`src/common/rhc_params.svh`:
```
`ifndef RHC_PARAMS_SVH
`define RHC_PARAMS_SVH

// Clock and time base
`define RHC_CLK_PERIOD_NS  1000000000
`define RHC_CLK_HZ_DIV     20
`define RHC_SEC_PER_MIN    16'd60
`define RHC_SEC_PER_HOUR   20'd3600
`define RHC_MIN_PER_DAY    16'd1440

// Regulation timing, in seconds
`define RHC_ON_MIN_S       11'sd5
`define RHC_ON_MAX_S       11'sd120
`define RHC_PERIOD_S       7'd120
`define RHC_SETTLE_S       7'd1

// Temperatures in whole degrees Celsius, and the on-period gains per degree
`define RHC_SETPOINT_RST   8'sd4
`define RHC_SAFETY_C       8'sd50
`define RHC_LIMIT_LO       11'sh7d8
`define RHC_LIMIT_HI       11'sd9
`define RHC_LIMIT_RST      8'sd0
`define RHC_GAIN_RIM       11'sd4
`define RHC_GAIN_AMB       11'sd1

// Adjustable windows and intervals, with the fixed supply-loss time and check failure limit
`define RHC_IVL_LO_H       16'd1
`define RHC_IVL_HI_H       16'd168
`define RHC_IVL_RST_H      8'd24
`define RHC_WIN_LO_MIN     16'd1
`define RHC_WIN_HI_MIN     16'd1440
`define RHC_WIN_RST_MIN    11'd60
`define RHC_START_HI_MIN   16'd1439
`define RHC_PWRFAIL_MIN    10
`define RHC_FAIL_LIMIT     2'd3

// Modes and status byte
`define RHC_MODE_MAX       3'd4
`define RHC_MODE_RST       3'd1
`define RHC_OFF_FLAG       8'h40

// Register word offsets
`define RHC_A_CTRL         4'h0
`define RHC_A_MODE         4'h1
`define RHC_A_SETPOINT     4'h2
`define RHC_A_LIMIT        4'h3
`define RHC_A_INTERVAL     4'h4
`define RHC_A_START        4'h5
`define RHC_A_ONTIME       4'h6
`define RHC_A_AFTERRUN     4'h7
`define RHC_A_TIME         4'h8
`define RHC_A_STATUS       4'h9
`define RHC_A_IRQ_STAT     4'ha
`define RHC_A_IRQ_MASK     4'hb

`endif

```
`src/common/rhc_pkg.sv`:
```
`default_nettype none
package rhc_pkg;
   // Regulation sequencer states
   typedef enum logic [1:0] {
      RHC_IDLE,
      RHC_HEAT,
      RHC_TEST,
      RHC_PAUSE
   } rhc_state_e;

   // Live status word
   typedef struct packed {
      logic regulating;
      logic time_valid;
      logic safety_trip;
      logic check_failed;
      logic heating;
   } rhc_status_s;

   // Sticky interrupt events
   typedef struct packed {
      logic precip_start;
      logic time_lost;
      logic safety_trip;
      logic check_failed;
   } rhc_events_s;
endpackage
`default_nettype wire

```
`src/rtl/rhc_top.sv`:
```
`default_nettype none
`include "rhc_params.svh"

// How it works
// - The rim is heated toward a setpoint that resets to plus four degrees.
// - The on-period comes from ambient, rim and setpoint temperatures together.
// - Each on-period lasts between five and 120 seconds.
// - While regulation runs, every on-period checks the heater current sense.
// - Three failed checks in a row set a check-failed status bit; a good check clears it.
// - Rim above 50 degrees while heating cuts the element at once.
// - A control bit switches the heater off and in the same cycle adds 64 to status byte eight.
// - Mode zero neither heats nor tests.
// - Mode one, the reset mode, regulates all the time.
// - Mode two regulates only while ambient is at or above a limit of -40 to +9.
// - Mode two below the limit runs a test pulse every one hour to seven days.
// - Mode three regulates from a start minute for one to 1440 minutes.
// - Mode three outside its window runs the periodic test pulse.
// - Supply loss over ten minutes invalidates the time and stops mode three.
// - Mode four regulates for an after-run of one to 1440 minutes from rain onset.
// - Mode four outside the after-run runs the periodic test pulse.
module rhc_top
   import rhc_pkg::*;
#(
   parameter int CYC_PER_SEC = `RHC_CLK_PERIOD_NS / `RHC_CLK_HZ_DIV
) (
   input  wire logic              clock_in,
   input  wire logic              nrst_in,
   input  wire logic [3:0]        addr_in,
   input  wire logic [15:0]       wdata_in,
   input  wire logic              wr_in,
   input  wire logic              rd_in,
   output logic      [15:0]       rdata_out,
   input  wire logic signed [7:0] rim_temp_in,
   input  wire logic signed [7:0] amb_temp_in,
   input  wire logic              heater_sense_in,
   input  wire logic              precip_in,
   input  wire logic              supply_ok_in,
   output logic                   heater_out,
   output logic      [7:0]        status8_out,
   output logic                   irq_out
);
   localparam int PF_SEC = `RHC_PWRFAIL_MIN * `RHC_SEC_PER_MIN;

   // Saturating clamp, signed temperatures and seconds
   function automatic logic signed [10:0] clamp_s(input logic signed [10:0] v,
                                                  input logic signed [10:0] lo,
                                                  input logic signed [10:0] hi);
      clamp_s = (v < lo) ? lo : ((v > hi) ? hi : v);
   endfunction

   // Saturating clamp, unsigned minutes and hours
   function automatic logic [15:0] clamp_u(input logic [15:0] v,
                                           input logic [15:0] lo,
                                           input logic [15:0] hi);
      clamp_u = (v < lo) ? lo : ((v > hi) ? hi : v);
   endfunction

   logic [25:0]        sec_cnt;
   logic               heater_en;
   logic [2:0]         mode;
   logic [2:0]         act_mode;
   logic signed [7:0]  setpoint;
   logic signed [7:0]  t_limit;
   logic [7:0]         ivl_h;
   logic [10:0]        start_min;
   logic [10:0]        on_min;
   logic [10:0]        after_min;
   logic [10:0]        tod_min;
   logic [5:0]         tod_sec;
   logic               time_valid;
   logic [9:0]         pf_cnt;
   logic [19:0]        ivl_cnt;
   logic [16:0]        after_cnt;
   logic               precip_q;
   rhc_state_e         state;
   logic [6:0]         on_sec;
   logic [6:0]         per_cnt;
   logic               bad;
   logic [1:0]         fail_cnt;
   logic               fail;
   logic               trip;
   rhc_events_s        irq_st;
   rhc_events_s        irq_mask;
   rhc_status_s        status;

   // Time base and bus decode
   wire sec_tick  = (sec_cnt == 26'(CYC_PER_SEC - 1));
   wire wr_ctrl   = wr_in && (addr_in == `RHC_A_CTRL);
   wire wr_mode   = wr_in && (addr_in == `RHC_A_MODE);
   wire wr_sp     = wr_in && (addr_in == `RHC_A_SETPOINT);
   wire wr_lim    = wr_in && (addr_in == `RHC_A_LIMIT);
   wire wr_ivl    = wr_in && (addr_in == `RHC_A_INTERVAL);
   wire wr_start  = wr_in && (addr_in == `RHC_A_START);
   wire wr_ontime = wr_in && (addr_in == `RHC_A_ONTIME);
   wire wr_after  = wr_in && (addr_in == `RHC_A_AFTERRUN);
   wire wr_time   = wr_in && (addr_in == `RHC_A_TIME);
   wire wr_mask   = wr_in && (addr_in == `RHC_A_IRQ_MASK);
   wire rd_irq    = rd_in && (addr_in == `RHC_A_IRQ_STAT);

   // Temperature terms for the on-period, widened to 11 signed bits
   wire signed [10:0] sp_x   = 11'(setpoint);
   wire signed [10:0] rim_x  = 11'(rim_temp_in);
   wire signed [10:0] amb_x  = 11'(amb_temp_in);
   wire signed [10:0] demand = `RHC_ON_MIN_S + `RHC_GAIN_RIM * (sp_x - rim_x)
                               + `RHC_GAIN_AMB * (sp_x - amb_x);
   wire signed [10:0] on_clamped = clamp_s(demand, `RHC_ON_MIN_S, `RHC_ON_MAX_S);
   wire [6:0]         on_calc    = on_clamped[6:0];
   wire signed [10:0] lim_wr     = clamp_s(11'($signed(wdata_in[7:0])),
                                           `RHC_LIMIT_LO, `RHC_LIMIT_HI);

   // Minutes elapsed since the daily start, wrapped at midnight
   wire [10:0] win_diff = (tod_min >= start_min) ? (tod_min - start_min)
                          : 11'(`RHC_MIN_PER_DAY + 16'(tod_min) - 16'(start_min));
   wire        in_win   = win_diff < on_min;
   wire        hot      = rim_temp_in > `RHC_SAFETY_C;

   // Per-mode gating, sampled only at a decision
   logic want_reg;
   always_comb begin
      unique case (mode)
         3'd0:    want_reg = 1'b0;                     // mode zero off
         3'd1:    want_reg = 1'b1;                     // always regulating
         3'd2:    want_reg = amb_x >= 11'(t_limit);    // ambient limit
         3'd3:    want_reg = time_valid && in_win;     // daily window
         3'd4:    want_reg = after_cnt != 17'h0;       // after-run active
         default: want_reg = 1'b0;
      endcase
   end

   wire regulate  = heater_en && want_reg;
   wire test_due  = heater_en && (mode != 3'd0) && !want_reg && (ivl_cnt == 20'h0);
   wire driving   = (state == RHC_HEAT) || (state == RHC_TEST);
   wire next_heat = driving && heater_en && (act_mode != 3'd0) && !hot;
   wire phase_end = driving && sec_tick && ((per_cnt + 7'd1) >= on_sec);
   wire precip_up = precip_in && !precip_q;
   wire pf_hit    = sec_tick && !supply_ok_in && (pf_cnt == 10'(PF_SEC - 1));
   // A fresh interval write reloads with the new hours, not the old ones
   wire [7:0]  ivl_wr   = 8'(clamp_u(wdata_in, `RHC_IVL_LO_H, `RHC_IVL_HI_H));
   wire [7:0]  ivl_src  = !nrst_in ? `RHC_IVL_RST_H : (wr_ivl ? ivl_wr : ivl_h);
   wire [19:0] ivl_load = 20'(ivl_src * `RHC_SEC_PER_HOUR);

   rhc_events_s ev;
   assign ev.check_failed = phase_end && bad && (fail_cnt == `RHC_FAIL_LIMIT - 2'd1);
   assign ev.safety_trip  = driving && hot && !trip;
   assign ev.time_lost    = pf_hit && time_valid;
   assign ev.precip_start = precip_up;

   // Seconds prescaler
   always_ff @(posedge clock_in) begin
      if (!nrst_in || sec_tick) sec_cnt <= 26'h0;
      else                      sec_cnt <= sec_cnt + 26'h1;
   end

   // Software-written settings; out-of-range values are clamped, bad modes dropped
   always_ff @(posedge clock_in) begin
      if (!nrst_in) begin
         heater_en <= 1'b1;
         mode      <= `RHC_MODE_RST;
         setpoint  <= `RHC_SETPOINT_RST;
         t_limit   <= `RHC_LIMIT_RST;
         ivl_h     <= `RHC_IVL_RST_H;
         start_min <= 11'h0;
         on_min    <= `RHC_WIN_RST_MIN;
         after_min <= `RHC_WIN_RST_MIN;
         irq_mask  <= '0;
      end else begin
         if (wr_ctrl) heater_en <= wdata_in[0];
         if (wr_mode && (wdata_in[2:0] <= `RHC_MODE_MAX) && (wdata_in[15:3] == 13'h0))
            mode <= wdata_in[2:0];
         if (wr_sp)     setpoint  <= wdata_in[7:0];
         if (wr_lim)    t_limit   <= lim_wr[7:0];
         if (wr_ivl)    ivl_h     <= ivl_wr;
         if (wr_start)  start_min <= 11'(clamp_u(wdata_in, 16'h0, `RHC_START_HI_MIN));
         if (wr_ontime) on_min    <= 11'(clamp_u(wdata_in, `RHC_WIN_LO_MIN, `RHC_WIN_HI_MIN));
         if (wr_after)  after_min <= 11'(clamp_u(wdata_in, `RHC_WIN_LO_MIN, `RHC_WIN_HI_MIN));
         if (wr_mask)   irq_mask  <= wdata_in[3:0];
      end
   end

   // time of day and supply-loss watch
   always_ff @(posedge clock_in) begin
      if (!nrst_in) begin
         tod_min    <= 11'h0;
         tod_sec    <= 6'h0;
         time_valid <= 1'b0;
         pf_cnt     <= 10'h0;
      end else begin
         if (wr_time) begin
            tod_min    <= 11'(clamp_u(wdata_in, 16'h0, `RHC_START_HI_MIN));
            tod_sec    <= 6'h0;
            time_valid <= 1'b1;
         end else if (sec_tick) begin
            tod_sec <= (tod_sec == 6'(`RHC_SEC_PER_MIN - 16'd1)) ? 6'h0 : tod_sec + 6'h1;
            if (tod_sec == 6'(`RHC_SEC_PER_MIN - 16'd1))
               tod_min <= (tod_min == 11'(`RHC_START_HI_MIN)) ? 11'h0 : tod_min + 11'h1;
            if (pf_hit) time_valid <= 1'b0;
         end
         if (supply_ok_in)  pf_cnt <= 10'h0;
         else if (sec_tick && !pf_hit) pf_cnt <= pf_cnt + 10'h1;
      end
   end

   // after-run restarts on each rain onset
   always_ff @(posedge clock_in) begin
      if (!nrst_in) begin
         precip_q  <= 1'b0;
         after_cnt <= 17'h0;
      end else begin
         precip_q <= precip_in;
         if (precip_up)
            after_cnt <= 17'(after_min) * 17'(`RHC_SEC_PER_MIN);
         else if (sec_tick && after_cnt != 17'h0)
            after_cnt <= after_cnt - 17'h1;
      end
   end

   // test interval restarts whenever the heater is exercised
   always_ff @(posedge clock_in) begin
      if (!nrst_in || wr_ivl)                          ivl_cnt <= ivl_load;
      else if (sec_tick && state == RHC_IDLE && (regulate || test_due))
                                                       ivl_cnt <= ivl_load;
      else if (sec_tick && ivl_cnt != 20'h0)           ivl_cnt <= ivl_cnt - 20'h1;
   end

   // Regulation sequencer, stepped once a second
   always_ff @(posedge clock_in) begin
      if (!nrst_in) begin
         state    <= RHC_IDLE;
         act_mode <= `RHC_MODE_RST;
         on_sec   <= 7'(`RHC_ON_MIN_S);
         per_cnt  <= 7'h0;
      end else if (sec_tick) begin
         unique case (state)
            RHC_IDLE: begin
               act_mode <= mode;
               per_cnt  <= 7'h0;
               if (regulate) begin
                  state  <= RHC_HEAT;
                  on_sec <= on_calc;
               end else if (test_due) begin
                  state  <= RHC_TEST;
                  on_sec <= 7'(`RHC_ON_MIN_S);
               end
            end
            RHC_HEAT: begin
               per_cnt <= per_cnt + 7'h1;
               if (phase_end) state <= RHC_PAUSE;
            end
            RHC_TEST: begin
               per_cnt <= per_cnt + 7'h1;
               if (phase_end) state <= RHC_IDLE;
            end
            RHC_PAUSE: begin
               per_cnt <= per_cnt + 7'h1;
               if ((per_cnt + 7'd1) >= `RHC_PERIOD_S) state <= RHC_IDLE;
            end
         endcase
      end
   end

   // current check each driven second after settling
   always_ff @(posedge clock_in) begin
      if (!nrst_in) begin
         bad      <= 1'b0;
         fail_cnt <= 2'h0;
         fail     <= 1'b0;
      end else if (phase_end) begin
         bad <= 1'b0;
         if (bad) begin
            if (fail_cnt != `RHC_FAIL_LIMIT) fail_cnt <= fail_cnt + 2'h1;
            if (ev.check_failed)             fail     <= 1'b1;
         end else begin
            fail_cnt <= 2'h0;
            fail     <= 1'b0;
         end
      end else if (sec_tick && heater_out && per_cnt >= `RHC_SETTLE_S && !heater_sense_in) begin
         bad <= 1'b1;
      end
   end

   // Output drive, trip flag and status byte
   always_ff @(posedge clock_in) begin
      if (!nrst_in) begin
         heater_out  <= 1'b0;
         trip        <= 1'b0;
         status8_out <= 8'h00;
      end else begin
         heater_out  <= next_heat;
         trip        <= driving && hot;
         status8_out <= heater_en ? 8'h00 : `RHC_OFF_FLAG;
      end
   end

   // Sticky events; a read clears, but a same-cycle event survives
   always_ff @(posedge clock_in) begin
      if (!nrst_in) irq_st <= '0;
      else          irq_st <= (rd_irq ? rhc_events_s'(4'h0) : irq_st) | ev;
   end

   assign status.regulating   = state == RHC_HEAT;
   assign status.time_valid   = time_valid;
   assign status.safety_trip  = trip;
   assign status.check_failed = fail;
   assign status.heating      = heater_out;
   assign irq_out             = |(irq_st & irq_mask);

   // Read mux, unmapped offsets read zero
   logic [15:0] rd_mux;
   always_comb begin
      unique case (addr_in)
         `RHC_A_CTRL:     rd_mux = {15'h0, heater_en};
         `RHC_A_MODE:     rd_mux = {13'h0, mode};
         `RHC_A_SETPOINT: rd_mux = {8'h0, setpoint};
         `RHC_A_LIMIT:    rd_mux = {8'h0, t_limit};
         `RHC_A_INTERVAL: rd_mux = {8'h0, ivl_h};
         `RHC_A_START:    rd_mux = {5'h0, start_min};
         `RHC_A_ONTIME:   rd_mux = {5'h0, on_min};
         `RHC_A_AFTERRUN: rd_mux = {5'h0, after_min};
         `RHC_A_TIME:     rd_mux = {5'h0, tod_min};
         `RHC_A_STATUS:   rd_mux = {11'h0, status};
         `RHC_A_IRQ_STAT: rd_mux = {12'h0, irq_st};
         `RHC_A_IRQ_MASK: rd_mux = {12'h0, irq_mask};
         default:         rd_mux = 16'h0;
      endcase
   end

   always_ff @(posedge clock_in) begin
      if (!nrst_in)   rdata_out <= 16'h0;
      else if (rd_in) rdata_out <= rd_mux;
   end

   a_safety_cut: assert property (@(posedge clock_in) disable iff (!nrst_in)
      hot |=> !heater_out) else $error("heater on above rim limit");
   a_mode0_off: assert property (@(posedge clock_in) disable iff (!nrst_in)
      (act_mode == 3'd0) ##1 (act_mode == 3'd0) |-> !heater_out)
      else $error("heater driven in mode zero");
   a_on_bounds: assert property (@(posedge clock_in) disable iff (!nrst_in)
      driving |-> (on_sec >= 7'd5) && (on_sec <= 7'd120)) else $error("on-period out of range");
   a_off_flag: assert property (@(posedge clock_in) disable iff (!nrst_in)
      !heater_en ##1 !heater_en |-> status8_out == 8'h40 && !heater_out)
      else $error("off flag or drive wrong");
   a_mode_range: assert property (@(posedge clock_in) disable iff (!nrst_in)
      mode <= 3'd4) else $error("mode illegal");
   a_mode_reset: assert property (@(posedge clock_in) disable iff (!nrst_in)
      $rose(nrst_in) |-> mode == 3'd1) else $error("mode not one after reset");
   a_fail_set: assert property (@(posedge clock_in) disable iff (!nrst_in)
      ev.check_failed |=> fail && irq_st.check_failed) else $error("fault not flagged");
   a_time_lost: assert property (@(posedge clock_in) disable iff (!nrst_in)
      pf_hit && !wr_time |=> !time_valid && !(state == RHC_IDLE && mode == 3'd3 && regulate))
      else $error("time kept after long supply loss");
   a_event_wins: assert property (@(posedge clock_in) disable iff (!nrst_in)
      rd_irq |=> irq_st == $past(ev)) else $error("event lost on clear");
   a_period_cap: assert property (@(posedge clock_in) disable iff (!nrst_in)
      driving |-> per_cnt < 7'd120) else $error("drive phase too long");
   a_limit_range: assert property (@(posedge clock_in) disable iff (!nrst_in)
      (t_limit >= -8'sd40) && (t_limit <= 8'sd9)) else $error("limit out of range");
endmodule
`default_nettype wire
```
`config.mk`:
```
export PLATFORM = sky130hd
export DESIGN_NAME = rhc_top
export DESIGN_NICKNAME = d
export VERILOG_FILES = /design/src/common/rhc_pkg.sv /design/src/rtl/rhc_top.sv
export VERILOG_INCLUDE_DIRS = /design/src /design/src/common
export SDC_FILE = /design/constraint.sdc
export NUM_CORES = 1
export LEC_CHECK = 0
export BUFFER_PORTS_ARGS = -buffer_cell sky130_fd_sc_hd__clkbuf_2
export CAP_MARGIN = 10
export CORE_MARGIN = 3
export CORE_UTILIZATION = 50
export CTS_BUF_LIST = sky130_fd_sc_hd__clkbuf_2 sky130_fd_sc_hd__clkbuf_4 sky130_fd_sc_hd__clkbuf_8
export CTS_CLUSTER_SIZE = 24
export DETAILED_ROUTE_END_ITERATION = 8
export PLACE_DENSITY = 0.75
export SLEW_MARGIN = 20
export SYNTH_ARGS = -nofsm -noshare
export SYNTH_HDL_FRONTEND = slang
export SYNTH_SLANG_ARGS = --single-unit
```
`constraint.sdc`:
```
create_clock -name clock_in -period 16.4 [get_ports clock_in]
set_clock_uncertainty 0.2 [all_clocks]
set_input_delay 2.46 -clock clock_in [delete_from_list [all_inputs] [get_ports clock_in]]
set_output_delay 2.46 -clock clock_in [all_outputs]
set_load 0.01 [all_outputs]
```
* Word level (Yosys, flattened, before mapping) *
Index checks and enable logic that the tools add are counted.

cells by class
  $add $sub $neg = 15
  multipliers = 2
  divide/modulo/power cells = 0
  order comparisons = 17
  eq/ne operators = 30
  shifts and indexed selects = 0
  multiplexer cells = 43
  bitwise operators = 3
  reduce and logical (&&, ||, !) cells = 79

operators with widths
  kind                     count
  $pmux W11 S12            1
  $mux W11                 9
  $mux W20                 3
  $mux W8                  6
  $logic_and A1 B1 Y1      39
  $mux W7                  5
  $mux W17                 2
  $gt A16 B11 Y1 const B   2
  $lt A16 B1 Y1 const B    2
  $add A26 B1 Y26 const B  1
  $eq A26 B26 Y1 const B   1
  $sub A11 B11 Y11         2
  $logic_not A20 Y1        1
  $reduce_bool A20 Y1      1
  $sub A20 B1 Y20 const B  1
  $sub A8 B8 Y9            2
  $reduce_bool A17 Y1      1
  $sub A17 B1 Y17 const B  1
  $eq A4 B3 Y1 const B     4
  $eq A4 B4 Y1 const B     4
  $gt A16 B8 Y1 const B    1
  $mul A8 B8 Y16 const B   1
  $mul A11 B4 Y15 const B  1
  $mux W2                  7
  other kinds (55)         91

storage, ports and cells
  flip-flop bits (word level) = 210
  latch bits = 0
  bits in writable memories = 0
  memory bits (read-only) = 0
  input bits = 43
  output and inout port bits = 26
  word-level logic and storage cells = 226
  memories kept = 0

* Depth between registers and ports, before layout *
  word-level depth = 13
  mapped depth = 23
  gate-level depth less buffers = 22

* Least setup slack after synthesis *
OpenSTA, ideal clock, no wires.

  path type = in2reg
  start point = in wdata_in[0]
  end point = reg ivl_cnt[19], data pin
  arrival = 7,323 ps
  required time = 15,940 ps
  path slack = 8,617 ps
  stages = 22
  cell sequence = clkbuf_1 or3_1 and2_1 o311ai_0 and3_1 clkbuf_1 nand3_1 a21oi_1 fa_1 ha_1 ha_1 ha_1 ha_1 fa_1 a21o_1 a21oi_1 nor2b_1 o21a_1 o41ai_1 xnor2_1 nand2_1 o31ai_1

on the way
  word-level cells in the longest chain between the ends = 8
  elaborated cells between the ends (all ways) = 9

ends and longest elaborated chain
  item                          RTL line        text
  start, declared               rhc_top.sv:29   input wire logic [15:0] wdata_in,
  $gt A16 B8 Y1                 rhc_top.sv:55   clamp_u = (v < lo) ? lo : ((v > hi) ? hi : v);
  $mux W8                       rhc_top.sv:55
  $mux W8 (*)                   rhc_top.sv:55
  $mux W8 (*)                   rhc_top.sv:139  wire [7:0] ivl_src = !nrst_in ? `RHC_IVL_RST_H : (wr_ivl ? ivl_wr : ivl_h);
  $mux W8 (*)                   -
  $mul A8 B8 Y16 (no line) (*)  -
  $mux W20                      rhc_top.sv:220  else if (sec_tick && state == RHC_IDLE && (regulate || test_due))
  $mux W20 (*)                  rhc_top.sv:219  if (!nrst_in || wr_ivl) ivl_cnt <= ivl_load;
  end signal, assigned          rhc_top.sv:219
  end signal, assigned          rhc_top.sv:221  ivl_cnt <= ivl_load;
  end signal, assigned          rhc_top.sv:222  else if (sec_tick && ivl_cnt != 20'h0) ivl_cnt <= ivl_cnt - 20'h1;
  end, declared                 rhc_top.sv:72   logic [19:0] ivl_cnt;

Mark *: on every way between the ends. The rest lies on a longest branch, timed or not.
A chain may end at the register's enable or synchronous reset.

* Worst setup path after layout *
  start point = in addr_in[3]
  end point = reg ivl_cnt[19], data pin

on the way
  word-level cells in the longest chain between the ends = 7
  elaborated cells between the ends (all ways) = 8

ends and longest elaborated chain
  item                      RTL line        text
  start, declared           rhc_top.sv:28   input wire logic [3:0] addr_in,
  $eq A4 B3 Y1 (*)          -
  $logic_and A1 B1 Y1 (*)   rhc_top.sv:92   wire wr_ivl = wr_in && (addr_in == `RHC_A_INTERVAL);
  $mux W8                   rhc_top.sv:139
  $mux W8                   -
  $mul A8 B8 Y16 (no line)  -
  $mux W20                  rhc_top.sv:220
  $mux W20 (*)              rhc_top.sv:219

Marks and branches as above.

==> out/metrics.yaml <==
timing:
  hold_viol: 0
  setup_tns_ns: 0
  setup_viol: 0
  max_freq_ghz: 0.1266
  min_period_ns: 7.897
  relSlewSlack_pct: 22.33
  slew_violations: 0
  rsz0062_at_grt: "false"
  worst_pin_slew_ns: 1.165
  fin_crit_sh_pct: 48.15
placement:
  placed_area_um2: 14830
  dpl.hpwl_um: 28580
  port_buffers: 56
  gp_congestion: 0.9254
routing:
  drt_wl_total_um: 37330
  drc_errors: 0
  vias_per_cell: 5.867
  met2_length_um: 17140
  m1WireLength_um: 16530
  ant_nets: 0
  drt_iter0_markers: 1093
  top_layer: "met4"
  met3WireLength_um: 2548
  detail_route.wl_per_cell_um: 17.71
  first_pass_iters: 6
  vias: 12368
synthesis:
  syn_inst: 1705
  synth_most_common_cell: "nor2_1"
  ys_seq_elements: 198
  synth-async-reset-ratio_pct: 0
  syn_area_um2: 14360
  synth-seq-area-share_pct: 28.72
  synth-warning-count: 0
  yosysTopAreaCell: "dfxtp_1"
  ys.flop_type: "dfxtp_1"
  synth_cell_type_count: 90
  yosys-top-cells-area: "dfxtp_1 25%, ha_1 13%, fa_1 6.3%"
  postSynthAreaPerCell_um2: 8.422
  ys_top_cells_by_count: "186 x nor2_1, 182 x dfxtp_1, 149 x nand2_1"
  post-synth-top-area-fraction_pct: 25.37
  synth_edf_count: 16
grt:
  grt_max_degree: 50
  grt_pass1_vias: 11772
  grt_overflow: 0
  grtUsageTotal_pct: 24.31
  grt_pass1_wl_um: 61180
  antenna_found_initial: 0
layout:
  design_area_um2: 15290
  final_nets: 1951
  syn_to_final_growth_pct: 6.492
  drive_gt1_share_pct: 7.399
  diodes: 0
  fill_cells: 2597
cts:
  numCtsBuffers: 17
  root_buffer: "clkbuf_8"
  cts_tree: "yes"
  cts_sinks: 198
  cts_hold_buf: 0
  clk_latency_ns: 0.51
  htreeDepth: 4
  cts_resized: 0
  clk_pin_slew_ns: 0.11
  post-cts-setup-buffers: 0
  cts_buffer_depth: 2
worst_hold_path:
  min_path_type: "reg -> reg"
floorplan:
  start_util_pct: 51.26
  dieArea_um2: 30790
  die_y_um: 175.5
  rows: 61
  dieWidth_um: 175.5
  placeableCoreArea_um2: 28010
  io_pins: 69
critical_path:
  crit_slowest_cell: "nor3_1"
  path_cells: "clkbuf_2 > nand2b_1 > nor3_1 > nand2_1 > a211o_1 > nand2_1 > nor2_1 > fa_1 > ha_1 > ha_1 > ha_1 > ha_1 > fa_1 > a21o_1 > a21oi_1 > nor2b_1 > o21a_1 > o41ai_1 > xnor2_1 > nand2_1 > o31ai_1"
  start_kind: "input port"
  worstPathMaxFanout: 18
  cp.arrival_ns: 7.93
  critPathKind: "in -> reg"
  max_stage_delay_ns: 0.56
  required_ns: 16.43
  path_common_cell: "ha_1"
  crit_buf_inv: 1
  end_kind: "flip-flop"
  cp_top_family: "adder cells"
power_and_ir_drop:
  power.density_nw_per_um2: 70.63
  peakVddDrop_v: 0.00006051
  p_leak_nw: 6.270
job:
  max_cap_violations: 0
outcome:
  status: "finished, final reports clean"
## kinds of logic after synthesis
| group | Yosys count | synth area share (%) |
|---|---|---|
| muxes | 32 | 2.257 |
| other | 1 | 0.02612 |
| xor gates and xnor gates | 115 | 7.015 |
| adders and majority gates | 191 | 19.00 |
| buffers and inverters | 192 | 5.464 |
| and+or+nand+nor | 592 | 19.90 |
| DFF | 198 | 28.72 |
| AOI/OAI and AO/OA | 384 | 17.62 |
## area by class of cell
cell class              count  area (um2)  share of cell area [%]
multi-input cells        1326        9492                   62.07
flip-flops and latches    198        4124                   26.97
well taps                 378       473.0                   3.093
inverters                 112       420.4                   2.749
repair buffers             62       325.3                   2.127
clock buffers              17       234.0                   1.530
clock inverters            15       222.7                   1.457
## layout by cell type (no fill, tap or decap), drive strengths merged, types with 6 or more instances in the layout
master and n:
and2 9, nor2b 22, a32oi 8, a21o 13
clkbuf 73, nand3 56, buf 6, ha 146
o22ai 9, or4 8, nand4 17, nor4 12
clkinv 8, a31oi 17, or2 8, a21oi 112
o31ai 16, a211oi 32, a22o 11, inv 118
a22oi 16, mux2i 29, xnor2 65, nand2b 11
a221oi 6, nor3 44, edfxtp 16, or3 27
fa 45, conb 12, dfxtp 182, xor2 50
o211ai 13, nand2 149, o21ai 73, o21a 6
nor2 187, and3 24
## flip-flops by register name, summed over array words and instances, names as in the netlist, 11 cells and up
signal / cells
rdata_out: 11
tod_min: 11
sec_cnt: 26
on_min: 11
after_cnt: 17
ivl_cnt: 20
start_min: 11
after_min: 11
## tightest hold or removal path: stages, from the launching register on
cell and delay [ns]:
dfxtp_1 0.33, nand2_1 0.06, a21oi_1 0.06
## report_power, final
group | switching, mW | internal (mW) | leakage [nW]
Combinational | 0.133 | 0.0854 | 4.41
Sequential | 0.0110 | 0.497 | 1.63
Clock | 0.218 | 0.136 | 0.225
Total | 0.362 | 0.719 | 6.27
## worst paths after layout
kind,startpoint,end,slack [ns],cells past startpoint
max,addr_in[3],ivl_cnt[19],8.50,21
min,rdata_out[0],rdata_out[0],0.28,2
max reg2reg,tod_min[1],ivl_cnt[15],9.96,19
min reg2reg,rdata_out[0],rdata_out[0],0.28,2
## routing by layer
metal	GRT usage [%]	up-vias
li1	-	6037
met1	33.42	5832
met2	39.19	432
met3	3.956	67
met4	7.918	0
met5	0	-
## stage by stage
| stage | hold WS (ns) | utilization, % | setup slack, ns | total power [mW] | cells |
|---|---|---|---|---|---|
| floorplan | 0.2372 | - | 8.617 | 0.6788 | 1716 |
| global placement | 0.2585 | 52.96 | 8.353 | 0.7263 | 2076 |
| detailed placement | 0.2612 | 52.96 | 8.119 | 0.7328 | 2076 |
| CTS | 0.2773 | 54.59 | 8.628 | 1.082 | 2108 |
| global route | 0.2983 | 54.59 | 8.146 | 1.128 | 2108 |
| finish | 0.2794 | 54.59 | 8.503 | 1.080 | 2108 |
(Power assumes the default switching activity.)
